[config.mk]
export PLATFORM = sky130hd
export DESIGN_NAME = int_ctrl
export DESIGN_NICKNAME = d
export VERILOG_FILES = /design/src/int_ctrl_pkg.sv /design/src/int_ctrl.sv
export SDC_FILE = /design/constraint.sdc
export NUM_CORES = 1
export LEC_CHECK = 0
export ABC_AREA = 1
export BUFFER_PORTS_ARGS = -buffer_cell sky130_fd_sc_hd__buf_2
export CAP_MARGIN = 25
export CORE_UTILIZATION = 50
export CTS_CLUSTER_DIAMETER = 200
export DETAILED_ROUTE_END_ITERATION = 7
export GPL_ROUTABILITY_DRIVEN = 0
export PLACE_DENSITY = 0.78
export REMOVE_ABC_BUFFERS = 1
export SLEW_MARGIN = 20
export SYNTH_ARGS = -nofsm -noshare
export SYNTH_HDL_FRONTEND = slang
export SYNTH_SLANG_ARGS = --single-unit
export TNS_END_PERCENT = 50
[constraint.sdc]
create_clock -name clock_i -period 2 [get_ports clock_i]
set_clock_uncertainty 0.1 [all_clocks]
set_input_delay 0.3 -clock clock_i [delete_from_list [all_inputs] [get_ports clock_i]]
set_output_delay 0.3 -clock clock_i [all_outputs]
set_load 0.02 [all_outputs]
[src/int_ctrl_pkg.sv]
package int_ctrl_pkg;

  localparam int NUM_SRC = 10;

  // register offsets on the special function register port
  localparam logic [7:0] EXT_FLAG_ADDR = 8'h91;
  localparam logic [7:0] STD_EN_ADDR   = 8'hA8;
  localparam logic [7:0] STD_PRI_ADDR  = 8'hB8;
  localparam logic [7:0] EXT_CTRL_ADDR = 8'hD8;
  localparam logic [7:0] SRC_CODE_ADDR = 8'hE4;
  localparam logic [7:0] EXT_EN_ADDR   = 8'hE8;
  localparam logic [7:0] EXT_PRI_ADDR  = 8'hF8;

  // field positions
  localparam int GLOBAL_MASK_BIT = 7;
  localparam int PIN0_PEND_BIT   = 5;
  localparam int CONV_PEND_BIT   = 4;
  localparam int PIN2_PEND_BIT   = 3;
  localparam int SMOD_BIT        = 7;
  localparam int CONV_ON_BIT     = 0;
  localparam int PIN0_ON_BIT     = 1;
  localparam int PIN2_ON_BIT     = 4;

  // bits that read as constant ones
  localparam logic [7:0] STD_PRI_ONES  = 8'h80;
  localparam logic [7:0] EXT_FLAG_ONES = 8'h08;
  localparam logic [7:0] EXT_CTRL_ONES = 8'h40;
  localparam logic [7:0] EXT_EN_ONES   = 8'hE0;

  // reset values
  localparam logic [7:0] STD_EN_RST  = 8'h00;
  localparam logic [6:0] STD_PRI_RST = 7'h00;
  localparam logic [2:0] EXT_RST     = 3'h0;

  // peripheral source codes
  localparam logic [7:0] CODE_OVERRUN  = 8'h01;
  localparam logic [7:0] CODE_TX_EMPTY = 8'h03;
  localparam logic [7:0] CODE_RX_AVAIL = 8'h05;
  localparam logic [7:0] CODE_NONE     = 8'h00;

  // source indices in natural order, index 0 highest
  localparam int SRC_SPI = 0;
  localparam int SRC_T0  = 1;
  localparam int SRC_P1  = 2;
  localparam int SRC_T1  = 3;
  localparam int SRC_S0  = 4;
  localparam int SRC_T2  = 5;
  localparam int SRC_S1  = 6;
  localparam int SRC_ADC = 7;
  localparam int SRC_P0  = 8;
  localparam int SRC_P2  = 9;

  localparam logic [7:0] VEC_TABLE [NUM_SRC] = '{8'h03, 8'h0B, 8'h13, 8'h1B, 8'h23,
                                                 8'h2B, 8'h3B, 8'h43, 8'h4B, 8'h63};

  typedef enum logic [1:0] {LVL_LOW, LVL_HIGH, LVL_PFAIL} svc_level_t;
  typedef enum logic [0:0] {ST_IDLE, ST_WAIT_ACK} arb_state_t;

  typedef struct packed {
    logic [7:0] addr;
    logic       wr;
    logic [7:0] wdata;
  } sfr_req_t;

  typedef struct packed {
    logic       req;
    logic [7:0] vector;
  } vec_req_t;

endpackage

[src/int_ctrl.sv]
`timescale 1ns/1ps
`default_nettype none
module int_ctrl
  import int_ctrl_pkg::*;
#(
  parameter logic [7:0] PFAIL_VECTOR = 8'h5B
) (
  input  wire logic     clock_i,
  input  wire logic     rst_b_i,
  input  wire sfr_req_t sfr_i,
  output var  logic [7:0] sfr_rdata_o,
  input  wire logic     c4_strobe_i,
  input  wire logic     instr_end_i,
  input  wire logic     return_from_service_i,
  input  wire logic     vector_ack_i,
  output var  vec_req_t vec_o,
  input  wire logic     spi_rx_overrun_i,
  input  wire logic     spi_tx_empty_i,
  input  wire logic     spi_rx_avail_i,
  input  wire logic     spi_type_select_i,
  input  wire logic     pin1_type_select_i,
  input  wire logic     ext_pin0_request_b_i,
  input  wire logic     ext_pin1_request_b_i,
  input  wire logic     ext_pin2_request_i,
  input  wire logic     converter_request_i,
  input  wire logic     timer0_overflow_flag_i,
  input  wire logic     timer1_overflow_flag_i,
  input  wire logic     timer2_overflow_flag_i,
  input  wire logic     timer2_external_flag_i,
  input  wire logic     serial0_tx_flag_i,
  input  wire logic     serial0_rx_flag_i,
  input  wire logic     serial1_tx_flag_i,
  input  wire logic     serial1_rx_flag_i,
  input  wire logic     power_fail_i,
  output var  logic     spi_pending_o,
  output var  logic     pin1_pending_o
);

  logic rst_meta_q, rst_q;
  always_ff @(posedge clock_i or negedge rst_b_i) begin
    if (!rst_b_i) begin
      rst_meta_q <= 1'b0;
      rst_q      <= 1'b0;
    end else begin
      rst_meta_q <= 1'b1;
      rst_q      <= rst_meta_q;
    end
  end

  function automatic logic [3:0] first_set(input logic [NUM_SRC-1:0] v);
    first_set = 4'h0;
    for (int i = NUM_SRC - 1; i >= 0; i--) begin
      if (v[i]) begin
        first_set = 4'(i);
      end
    end
  endfunction

  logic [7:0] std_en_q;
  logic [6:0] std_pri_q;
  logic [2:0] ext_en_q, ext_pri_q;
  logic       smod_q;
  logic       pin0_pend_q, conv_pend_q, pin2_pend_q;
  logic       spi_pend_q, pin1_pend_q;
  logic       p0_smp_q, p1_smp_q, p2_smp_q, conv_prev_q, spi_prev_b_q;
  logic       ins_lo_q, ins_hi_q, ins_pf_q;
  logic       block_q;
  arb_state_t state_q;
  svc_level_t lvl_q;
  logic [3:0] src_q;

  wire logic wr_en = sfr_i.wr;
  wire logic ack   = (state_q == ST_WAIT_ACK) && vector_ack_i;

  // combined peripheral request, active low
  wire logic spi_req_b = !(spi_rx_overrun_i || spi_tx_empty_i || spi_rx_avail_i);

  always_ff @(posedge clock_i or negedge rst_q) begin
    if (!rst_q) begin
      std_en_q  <= STD_EN_RST;
      std_pri_q <= STD_PRI_RST;
      ext_en_q  <= EXT_RST;
      ext_pri_q <= EXT_RST;
      smod_q    <= 1'b0;
    end else if (wr_en) begin
      case (sfr_i.addr)
        STD_EN_ADDR:   std_en_q  <= sfr_i.wdata;
        STD_PRI_ADDR:  std_pri_q <= sfr_i.wdata[6:0];
        EXT_EN_ADDR:   ext_en_q  <= {sfr_i.wdata[PIN2_ON_BIT], sfr_i.wdata[PIN0_ON_BIT],
                                     sfr_i.wdata[CONV_ON_BIT]};
        EXT_PRI_ADDR:  ext_pri_q <= {sfr_i.wdata[PIN2_ON_BIT], sfr_i.wdata[PIN0_ON_BIT],
                                     sfr_i.wdata[CONV_ON_BIT]};
        EXT_CTRL_ADDR: smod_q    <= sfr_i.wdata[SMOD_BIT];
        default: ;
      endcase
    end
  end

  // pin sampling once per instruction
  always_ff @(posedge clock_i or negedge rst_q) begin
    if (!rst_q) begin
      p0_smp_q <= 1'b1;
      p1_smp_q <= 1'b1;
      p2_smp_q <= 1'b0;
    end else if (c4_strobe_i) begin
      p0_smp_q <= ext_pin0_request_b_i;
      p1_smp_q <= ext_pin1_request_b_i;
      p2_smp_q <= ext_pin2_request_i;
    end
  end

  wire logic p0_fall = c4_strobe_i && p0_smp_q && !ext_pin0_request_b_i;
  wire logic p2_rise = c4_strobe_i && !p2_smp_q && ext_pin2_request_i;
  wire logic p1_fall = c4_strobe_i && p1_smp_q && !ext_pin1_request_b_i;
  wire logic conv_rise = converter_request_i && !conv_prev_q;
  wire logic spi_fall  = spi_prev_b_q && !spi_req_b;

  always_ff @(posedge clock_i or negedge rst_q) begin
    if (!rst_q) begin
      conv_prev_q  <= 1'b0;
      spi_prev_b_q <= 1'b1;
    end else begin
      conv_prev_q  <= converter_request_i;
      spi_prev_b_q <= spi_req_b;
    end
  end

  // software-cleared flags; a hardware set beats a clear in the same cycle
  wire logic wr_flag = wr_en && (sfr_i.addr == EXT_FLAG_ADDR);
  wire logic wr_ctrl = wr_en && (sfr_i.addr == EXT_CTRL_ADDR);

  always_ff @(posedge clock_i or negedge rst_q) begin
    if (!rst_q) begin
      pin0_pend_q <= 1'b0;
      conv_pend_q <= 1'b0;
      pin2_pend_q <= 1'b0;
    end else begin
      pin0_pend_q <= p0_fall || (wr_flag ? sfr_i.wdata[PIN0_PEND_BIT] : pin0_pend_q);
      conv_pend_q <= conv_rise || (wr_flag ? sfr_i.wdata[CONV_PEND_BIT] : conv_pend_q);
      pin2_pend_q <= p2_rise || (wr_ctrl ? sfr_i.wdata[PIN2_PEND_BIT] : pin2_pend_q);
    end
  end

  // edge flags clear when their vector is taken; level mode follows the line
  always_ff @(posedge clock_i or negedge rst_q) begin
    if (!rst_q) begin
      spi_pend_q  <= 1'b0;
      pin1_pend_q <= 1'b0;
    end else begin
      if (!spi_type_select_i) begin
        spi_pend_q <= !spi_req_b;
      end else begin
        spi_pend_q <= spi_fall || (spi_pend_q && !(ack && src_q == 4'(SRC_SPI)));
      end
      if (!pin1_type_select_i) begin
        if (c4_strobe_i) begin
          pin1_pend_q <= !ext_pin1_request_b_i;
        end
      end else begin
        pin1_pend_q <= p1_fall || (pin1_pend_q && !(ack && src_q == 4'(SRC_P1)));
      end
    end
  end

  logic [NUM_SRC-1:0] pend, enab, level;
  always_comb begin
    pend          = '0;
    pend[SRC_SPI] = spi_pend_q;
    pend[SRC_T0]  = timer0_overflow_flag_i;
    pend[SRC_P1]  = pin1_pend_q;
    pend[SRC_T1]  = timer1_overflow_flag_i;
    pend[SRC_S0]  = serial0_tx_flag_i || serial0_rx_flag_i;
    pend[SRC_T2]  = timer2_overflow_flag_i || timer2_external_flag_i;
    pend[SRC_S1]  = serial1_tx_flag_i || serial1_rx_flag_i;
    pend[SRC_ADC] = conv_pend_q;
    pend[SRC_P0]  = pin0_pend_q;
    pend[SRC_P2]  = pin2_pend_q;
  end
  assign enab  = {ext_en_q, std_en_q[6:0]} & {NUM_SRC{std_en_q[GLOBAL_MASK_BIT]}};
  assign level = {ext_pri_q, std_pri_q};

  wire logic [NUM_SRC-1:0] act    = pend & enab;
  wire logic [NUM_SRC-1:0] act_hi = act & level;
  wire logic               any_hi = |act_hi;
  wire logic [3:0]         win    = any_hi ? first_set(act_hi) : first_set(act);

  logic       take;
  svc_level_t take_lvl;
  always_comb begin
    take     = 1'b0;
    take_lvl = LVL_LOW;
    if (power_fail_i && !ins_pf_q) begin
      take     = 1'b1;
      take_lvl = LVL_PFAIL;
    end else if (any_hi && !ins_hi_q && !ins_pf_q) begin
      take     = 1'b1;
      take_lvl = LVL_HIGH;
    end else if ((|act) && !any_hi && !ins_lo_q && !ins_hi_q && !ins_pf_q) begin
      take     = 1'b1;
      take_lvl = LVL_LOW;
    end
  end

  // an extra instruction runs after a return or an enable/priority write
  wire logic ctl_write = wr_en && (sfr_i.addr == STD_EN_ADDR || sfr_i.addr == STD_PRI_ADDR ||
                                   sfr_i.addr == EXT_EN_ADDR || sfr_i.addr == EXT_PRI_ADDR);
  always_ff @(posedge clock_i or negedge rst_q) begin
    if (!rst_q) begin
      block_q <= 1'b0;
    end else if (return_from_service_i || ctl_write) begin
      block_q <= 1'b1;
    end else if (instr_end_i) begin
      block_q <= 1'b0;
    end
  end

  always_ff @(posedge clock_i or negedge rst_q) begin
    if (!rst_q) begin
      state_q <= ST_IDLE;
      lvl_q   <= LVL_LOW;
      src_q   <= 4'h0;
      vec_o   <= '0;
    end else begin
      case (state_q)
        ST_IDLE: begin
          // the boundary that ends a return or a control write is never a service point
          if (instr_end_i && !block_q && !return_from_service_i && !ctl_write && take) begin
            state_q    <= ST_WAIT_ACK;
            lvl_q      <= take_lvl;
            // power fail owns no edge flag, so its ack must not clear one
            src_q      <= (take_lvl == LVL_PFAIL) ? 4'hF : win;
            vec_o.req  <= 1'b1;
            vec_o.vector <= (take_lvl == LVL_PFAIL) ? PFAIL_VECTOR
                                                    : VEC_TABLE[win];
          end
        end
        ST_WAIT_ACK: begin
          if (vector_ack_i) begin
            state_q   <= ST_IDLE;
            vec_o.req <= 1'b0;
          end
        end
        default: state_q <= ST_IDLE;
      endcase
    end
  end

  // in-service markers; a return retires the most recent level
  always_ff @(posedge clock_i or negedge rst_q) begin
    if (!rst_q) begin
      ins_lo_q <= 1'b0;
      ins_hi_q <= 1'b0;
      ins_pf_q <= 1'b0;
    end else if (ack) begin
      ins_lo_q <= ins_lo_q || (lvl_q == LVL_LOW);
      ins_hi_q <= ins_hi_q || (lvl_q == LVL_HIGH);
      ins_pf_q <= ins_pf_q || (lvl_q == LVL_PFAIL);
    end else if (return_from_service_i) begin
      if (ins_pf_q) begin
        ins_pf_q <= 1'b0;
      end else if (ins_hi_q) begin
        ins_hi_q <= 1'b0;
      end else begin
        ins_lo_q <= 1'b0;
      end
    end
  end

  logic [7:0] code;
  always_comb begin
    if (spi_rx_overrun_i) begin
      code = CODE_OVERRUN;
    end else if (spi_tx_empty_i) begin
      code = CODE_TX_EMPTY;
    end else if (spi_rx_avail_i) begin
      code = CODE_RX_AVAIL;
    end else begin
      code = CODE_NONE;
    end
  end

  logic [7:0] rd;
  always_comb begin
    rd = 8'h00;
    case (sfr_i.addr)
      EXT_FLAG_ADDR: begin
        rd = EXT_FLAG_ONES;
        rd[PIN0_PEND_BIT] = pin0_pend_q;
        rd[CONV_PEND_BIT] = conv_pend_q;
      end
      STD_EN_ADDR:  rd = std_en_q;
      STD_PRI_ADDR: rd = STD_PRI_ONES | {1'b0, std_pri_q};
      EXT_CTRL_ADDR: begin
        rd = EXT_CTRL_ONES;
        rd[SMOD_BIT]      = smod_q;
        rd[PIN2_PEND_BIT] = pin2_pend_q;
      end
      SRC_CODE_ADDR: rd = code;
      EXT_EN_ADDR, EXT_PRI_ADDR: begin
        rd = EXT_EN_ONES;
        rd[PIN2_ON_BIT] = (sfr_i.addr == EXT_EN_ADDR) ? ext_en_q[2] : ext_pri_q[2];
        rd[PIN0_ON_BIT] = (sfr_i.addr == EXT_EN_ADDR) ? ext_en_q[1] : ext_pri_q[1];
        rd[CONV_ON_BIT] = (sfr_i.addr == EXT_EN_ADDR) ? ext_en_q[0] : ext_pri_q[0];
      end
      default: rd = 8'h00;
    endcase
  end

  always_ff @(posedge clock_i or negedge rst_q) begin
    if (!rst_q) begin
      sfr_rdata_o    <= 8'h00;
      spi_pending_o  <= 1'b0;
      pin1_pending_o <= 1'b0;
    end else begin
      sfr_rdata_o    <= rd;
      spi_pending_o  <= spi_pend_q;
      pin1_pending_o <= pin1_pend_q;
    end
  end
endmodule
`default_nettype wire

==> flow_summary.rst <==
.. list-table::
   :header-rows: 1

   * - Metric
     - Value
   * - Effective utilization at floorplan
     - between 50% and 60%
   * - Total congestion overflow
     - 0
   * - Width of the die
     - 80.7 um
   * - Diodes inserted
     - 0
   * - Starting DRC count in detailed routing
     - ~350
   * - Remaining antenna violation count after routing
     - 0
   * - Wire length of the first global-routing pass
     - 13,200 um
   * - Largest buffer count on any clock path
     - 2
   * - Power density relative to cell area
     - 701 nW/um2
   * - DRC viols
     - 0
   * - CTS H-tree lvls
     - 3
   * - Synth Flop Type
     - sky130_fd_sc_hd__dfrtp_1
   * - Total placed instance area
     - about 3700 um2
   * - Maximum number of pins on one net before global-route repair
     - 60
   * - Number of synthesized flops with an enable pin
     - 0
   * - Number of warnings printed during yosys synthesis
     - 0
   * - Critical Path Source Type
     - register
   * - Reg power frac
     - 48.1%
   * - Most common library cell in the layout ignoring fill and taps
     - sky130_fd_sc_hd__nand2_1
   * - Reg-to-reg setup timing slack
     - -0.18 ns
   * - Num rows
     - 28
   * - Maximum achievable frequency
     - 460 MHz
   * - Antenna violations before repair
     - 0
   * - Peak VDD IR
     - about 0.0004 V
   * - Pin slew with the least headroom to its limit
     - 0.550 ns
   * - Average size of a mapped cell
     - roughly 8.1 um2
   * - Switching share of power
     - 26.2%
   * - Routed via count
     - 3,134
   * - Cell area after technology mapping
     - slightly above 3000 um2
   * - Number of standard cells after synthesis
     - approximately 380
   * - Ys async rst share
     - 100%
   * - Post-layout util
     - 69.7%
   * - Clock Power Share
     - just under 40%
   * - Clock latency reported for the late side of the worst-skew pair
     - 0.35 ns
   * - Number of primary I/O pins
     - 60
   * - Final setup margin
     - -0.176 ns
   * - Worst max-slew margin expressed relative to the limit
     - 63.0%
   * - Combinational Power Share
     - 12.1%
   * - Slew Viols, Final
     - 0
   * - Proportion of layout cells with a drive suffix above 1
     - 34.9%
   * - Area overhead of the layout relative to synthesis
     - 33.9%
   * - Hold violation total from the final report
     - 0
   * - Total setup violations reported at the end of the flow
     - 10
   * - Die Height
     - 80.7 um
   * - Total Routing Usage GR
     - 27.6%
   * - Root buffer cell
     - sky130_fd_sc_hd__clkbuf_8
   * - Register bit count reported by yosys
     - 61
   * - Leakage power total
     - 2.14 nW
   * - Violated checks
     - setup timing
   * - Total die area
     - 6520 um2
   * - Power Internal
     - ~2.1 mW
   * - Outcome
     - finished with violations
   * - CP endpoint kind
     - register
   * - Number of search-and-repair iterations in the first detailed-routing pass
     - 5
   * - Number of buffers created by CTS
     - 9
   * - Post-detailed-routing wire length
     - 8870 um
   * - Commonest cells after routing, fill and taps aside
     - sky130_fd_sc_hd__nand2_1 (97), sky130_fd_sc_hd__buf_2 (57), sky130_fd_sc_hd__dfrtp_1 (56)
   * - Number of max-capacitance violations reported
     - 0
   * - RSZ-0062 raised after global routing
     - yes
   * - Final clock period utilization by the worst path
     - 109%
   * - Type of the worst setup path
     - reg -> reg
   * - Total power consumption of the routed design
     - 2.91 mW
   * - Vias in the first global route
     - 2,862
   * - # nets final
     - 532
   * - Tightest Hold Check Type
     - in -> reg
   * - Number of distinct library cells after synthesis
     - about 40
   * - Sink count of the clock tree
     - 61
   * - Port-buffer cells
     - 57
   * - DP Wirelength
     - about 5700 um
   * - Arrival @ worst endpoint
     - 2.31 ns
   * - Core outline area
     - 5960 um2
   * - Final Cell Area
     - between 4000 and 5000 um2
   * - Via density
     - ~5.5
   * - Maximum fanout count along the critical path
     - 7
   * - Shortest period the worst path allows
     - 2.18 ns
   * - Clock tree from TritonCTS
     - done
   * - Required time of the critical path
     - between 2 and 2.5 ns
   * - Average wire per cell in the routed design
     - 15.6 um
   * - Clock transition at path regs
     - 0.06 ns
   * - Sequential fraction of the synthesis area
     - 49.4%
   * - Sw Pwr
     - 763 uW
## routing by layer
metal	vias to the layer above	global-route usage (%)	wire length, um
li1	1459	-	-
met1	1460	35.5	3600
met2	173	44.2	4110
met3	42	6.52	765
met4	0	12.7	393
met5	-	0	0
## synthesized netlist by cell type, types with 2 or more instances
| library cell | instances | area (um2) |
|---|---|---|
| sky130_fd_sc_hd__or2_2 | 2 | 12.5 |
| sky130_fd_sc_hd__nand3_2 | 9 | 90.1 |
| sky130_fd_sc_hd__nand2_2 | 6 | 37.5 |
| sky130_fd_sc_hd__dfstp_2 | 3 | 78.8 |
| sky130_fd_sc_hd__nand3_1 | 8 | 40.0 |
| sky130_fd_sc_hd__inv_2 | 8 | 30.0 |
| sky130_fd_sc_hd__buf_4 | 3 | 22.5 |
| sky130_fd_sc_hd__o211ai_1 | 3 | 22.5 |
| sky130_fd_sc_hd__nor3_4 | 2 | 32.5 |
| sky130_fd_sc_hd__nor4_1 | 2 | 12.5 |
| sky130_fd_sc_hd__o21ai_0 | 27 | 135 |
| sky130_fd_sc_hd__nor2_1 | 33 | 124 |
| sky130_fd_sc_hd__nor3_1 | 9 | 45.0 |
| sky130_fd_sc_hd__nor2_2 | 3 | 18.8 |
| sky130_fd_sc_hd__o221ai_1 | 2 | 17.5 |
| sky130_fd_sc_hd__o2111ai_1 | 2 | 17.5 |
| sky130_fd_sc_hd__buf_6 | 3 | 33.8 |
| sky130_fd_sc_hd__nand4_1 | 8 | 50.1 |
| sky130_fd_sc_hd__nand2_1 | 107 | 402 |
| sky130_fd_sc_hd__conb_1 | 2 | 7.51 |
| sky130_fd_sc_hd__inv_1 | 42 | 158 |
| sky130_fd_sc_hd__a21oi_1 | 8 | 40.0 |
| sky130_fd_sc_hd__dfrtp_1 | 58 | 1450 |
| sky130_fd_sc_hd__a31oi_1 | 4 | 25.0 |
| sky130_fd_sc_hd__o21ai_1 | 12 | 60.1 |
## power by group through the flow
| stage | sequential [mW] | clock [mW] | combinational, mW |
|---|---|---|---|
| after floorplan | 1.46 | 0 | 0.132 |
| after global placement | 1.41 | 0 | 0.317 |
| after detailed placement | 1.41 | 0 | 0.327 |
| after CTS | 1.39 | 1.17 | 0.345 |
| after global routing | 1.41 | 1.22 | 0.394 |
| final | 1.40 | 1.16 | 0.353 |
## through the flow
step                      instances  worst slack [ns]  setup TNS [ns]  hold slack [ns]
final                           570            -0.176          -0.664           0.0151
after global routing            570            -0.329           -1.81           0.0121
after CTS                       566            -0.105          -0.178          0.00333
after detailed placement        539            -0.216          -0.502          -0.0112
after global placement          539           -0.0998         -0.0998          -0.0153
after floorplan                 375            -0.193          -0.206          -0.0956
## flip-flops by register name, indices dropped and copies added, names as in the netlist, 2 cells and up
register,cells
src_q,4
vec_o,6
lvl_q,2
std_pri_q,7
sfr_rdata_o,8
std_en_q,8
ext_en_q,3
ext_pri_q,3
## repair_timing
action | 4_1_cts | 5_1_grt
setup buffers | 9 | 3
resized for setup | 18 | 23
endpoints found under the hold margin | 4 | 0
gates cloned | 0 | 1
hold buffers | 3 | 0
setup endpoints to repair | 12 | 13
pin swaps | 15 | 14
## path summary, 6_finish.rpt
path	start	end	cells past startpoint
max	std_en_q[7]	vec_o[5]	13
min	spi_rx_overrun_i	spi_prev_b_q	2
max reg2reg	std_en_q[7]	vec_o[5]	13
min reg2reg	rst_q	pin1_pending_o	1
max in group asynchronous	rst_q	spi_prev_b_q	1
min in group asynchronous	rst_q	pin1_pending_o	1
## critical path, stage by stage (launching register included)
cell,delay [ns]
sky130_fd_sc_hd__dfrtp_2,0.47
sky130_fd_sc_hd__buf_6,0.13
sky130_fd_sc_hd__inv_4,0.04
sky130_fd_sc_hd__buf_4,0.12
sky130_fd_sc_hd__buf_4,0.12
sky130_fd_sc_hd__o21ai_0,0.17
sky130_fd_sc_hd__buf_4,0.15
sky130_fd_sc_hd__nand3_1,0.08
sky130_fd_sc_hd__nand2_1,0.09
sky130_fd_sc_hd__nand3_1,0.19
sky130_fd_sc_hd__nand2_1,0.18
sky130_fd_sc_hd__nand2_2,0.08
sky130_fd_sc_hd__nand2_1,0.07
sky130_fd_sc_hd__nand2_1,0.06
## cell families (layout without fill, tap and decap cells)
family                     count (synthesis)  count (layout)  share of synthesized area, %
AOI/OAI and AO/OA                         67              67                          13.0
other                                      2               3                         0.242
buffers and inverters                     58             169                          8.15
DFF                                       61              61                          49.4
adders and majority gates                  1               1                         0.403
and+or+nand+nor                          193             194                          28.9
## final cells by class
class / count / area (um2)
Inverter: 50 / 193
Clock inverter: 3 / 42.5
Tap cell: 75 / 93.8
Clock buffer: 13 / 169
Timing Repair Buffer: 103 / 673
Sequential cell: 61 / 1530
Fill cell: 448 / 1800
Multi-Input combinational cell: 265 / 1450
No activity file was read; power rests on OpenSTA's default activity.
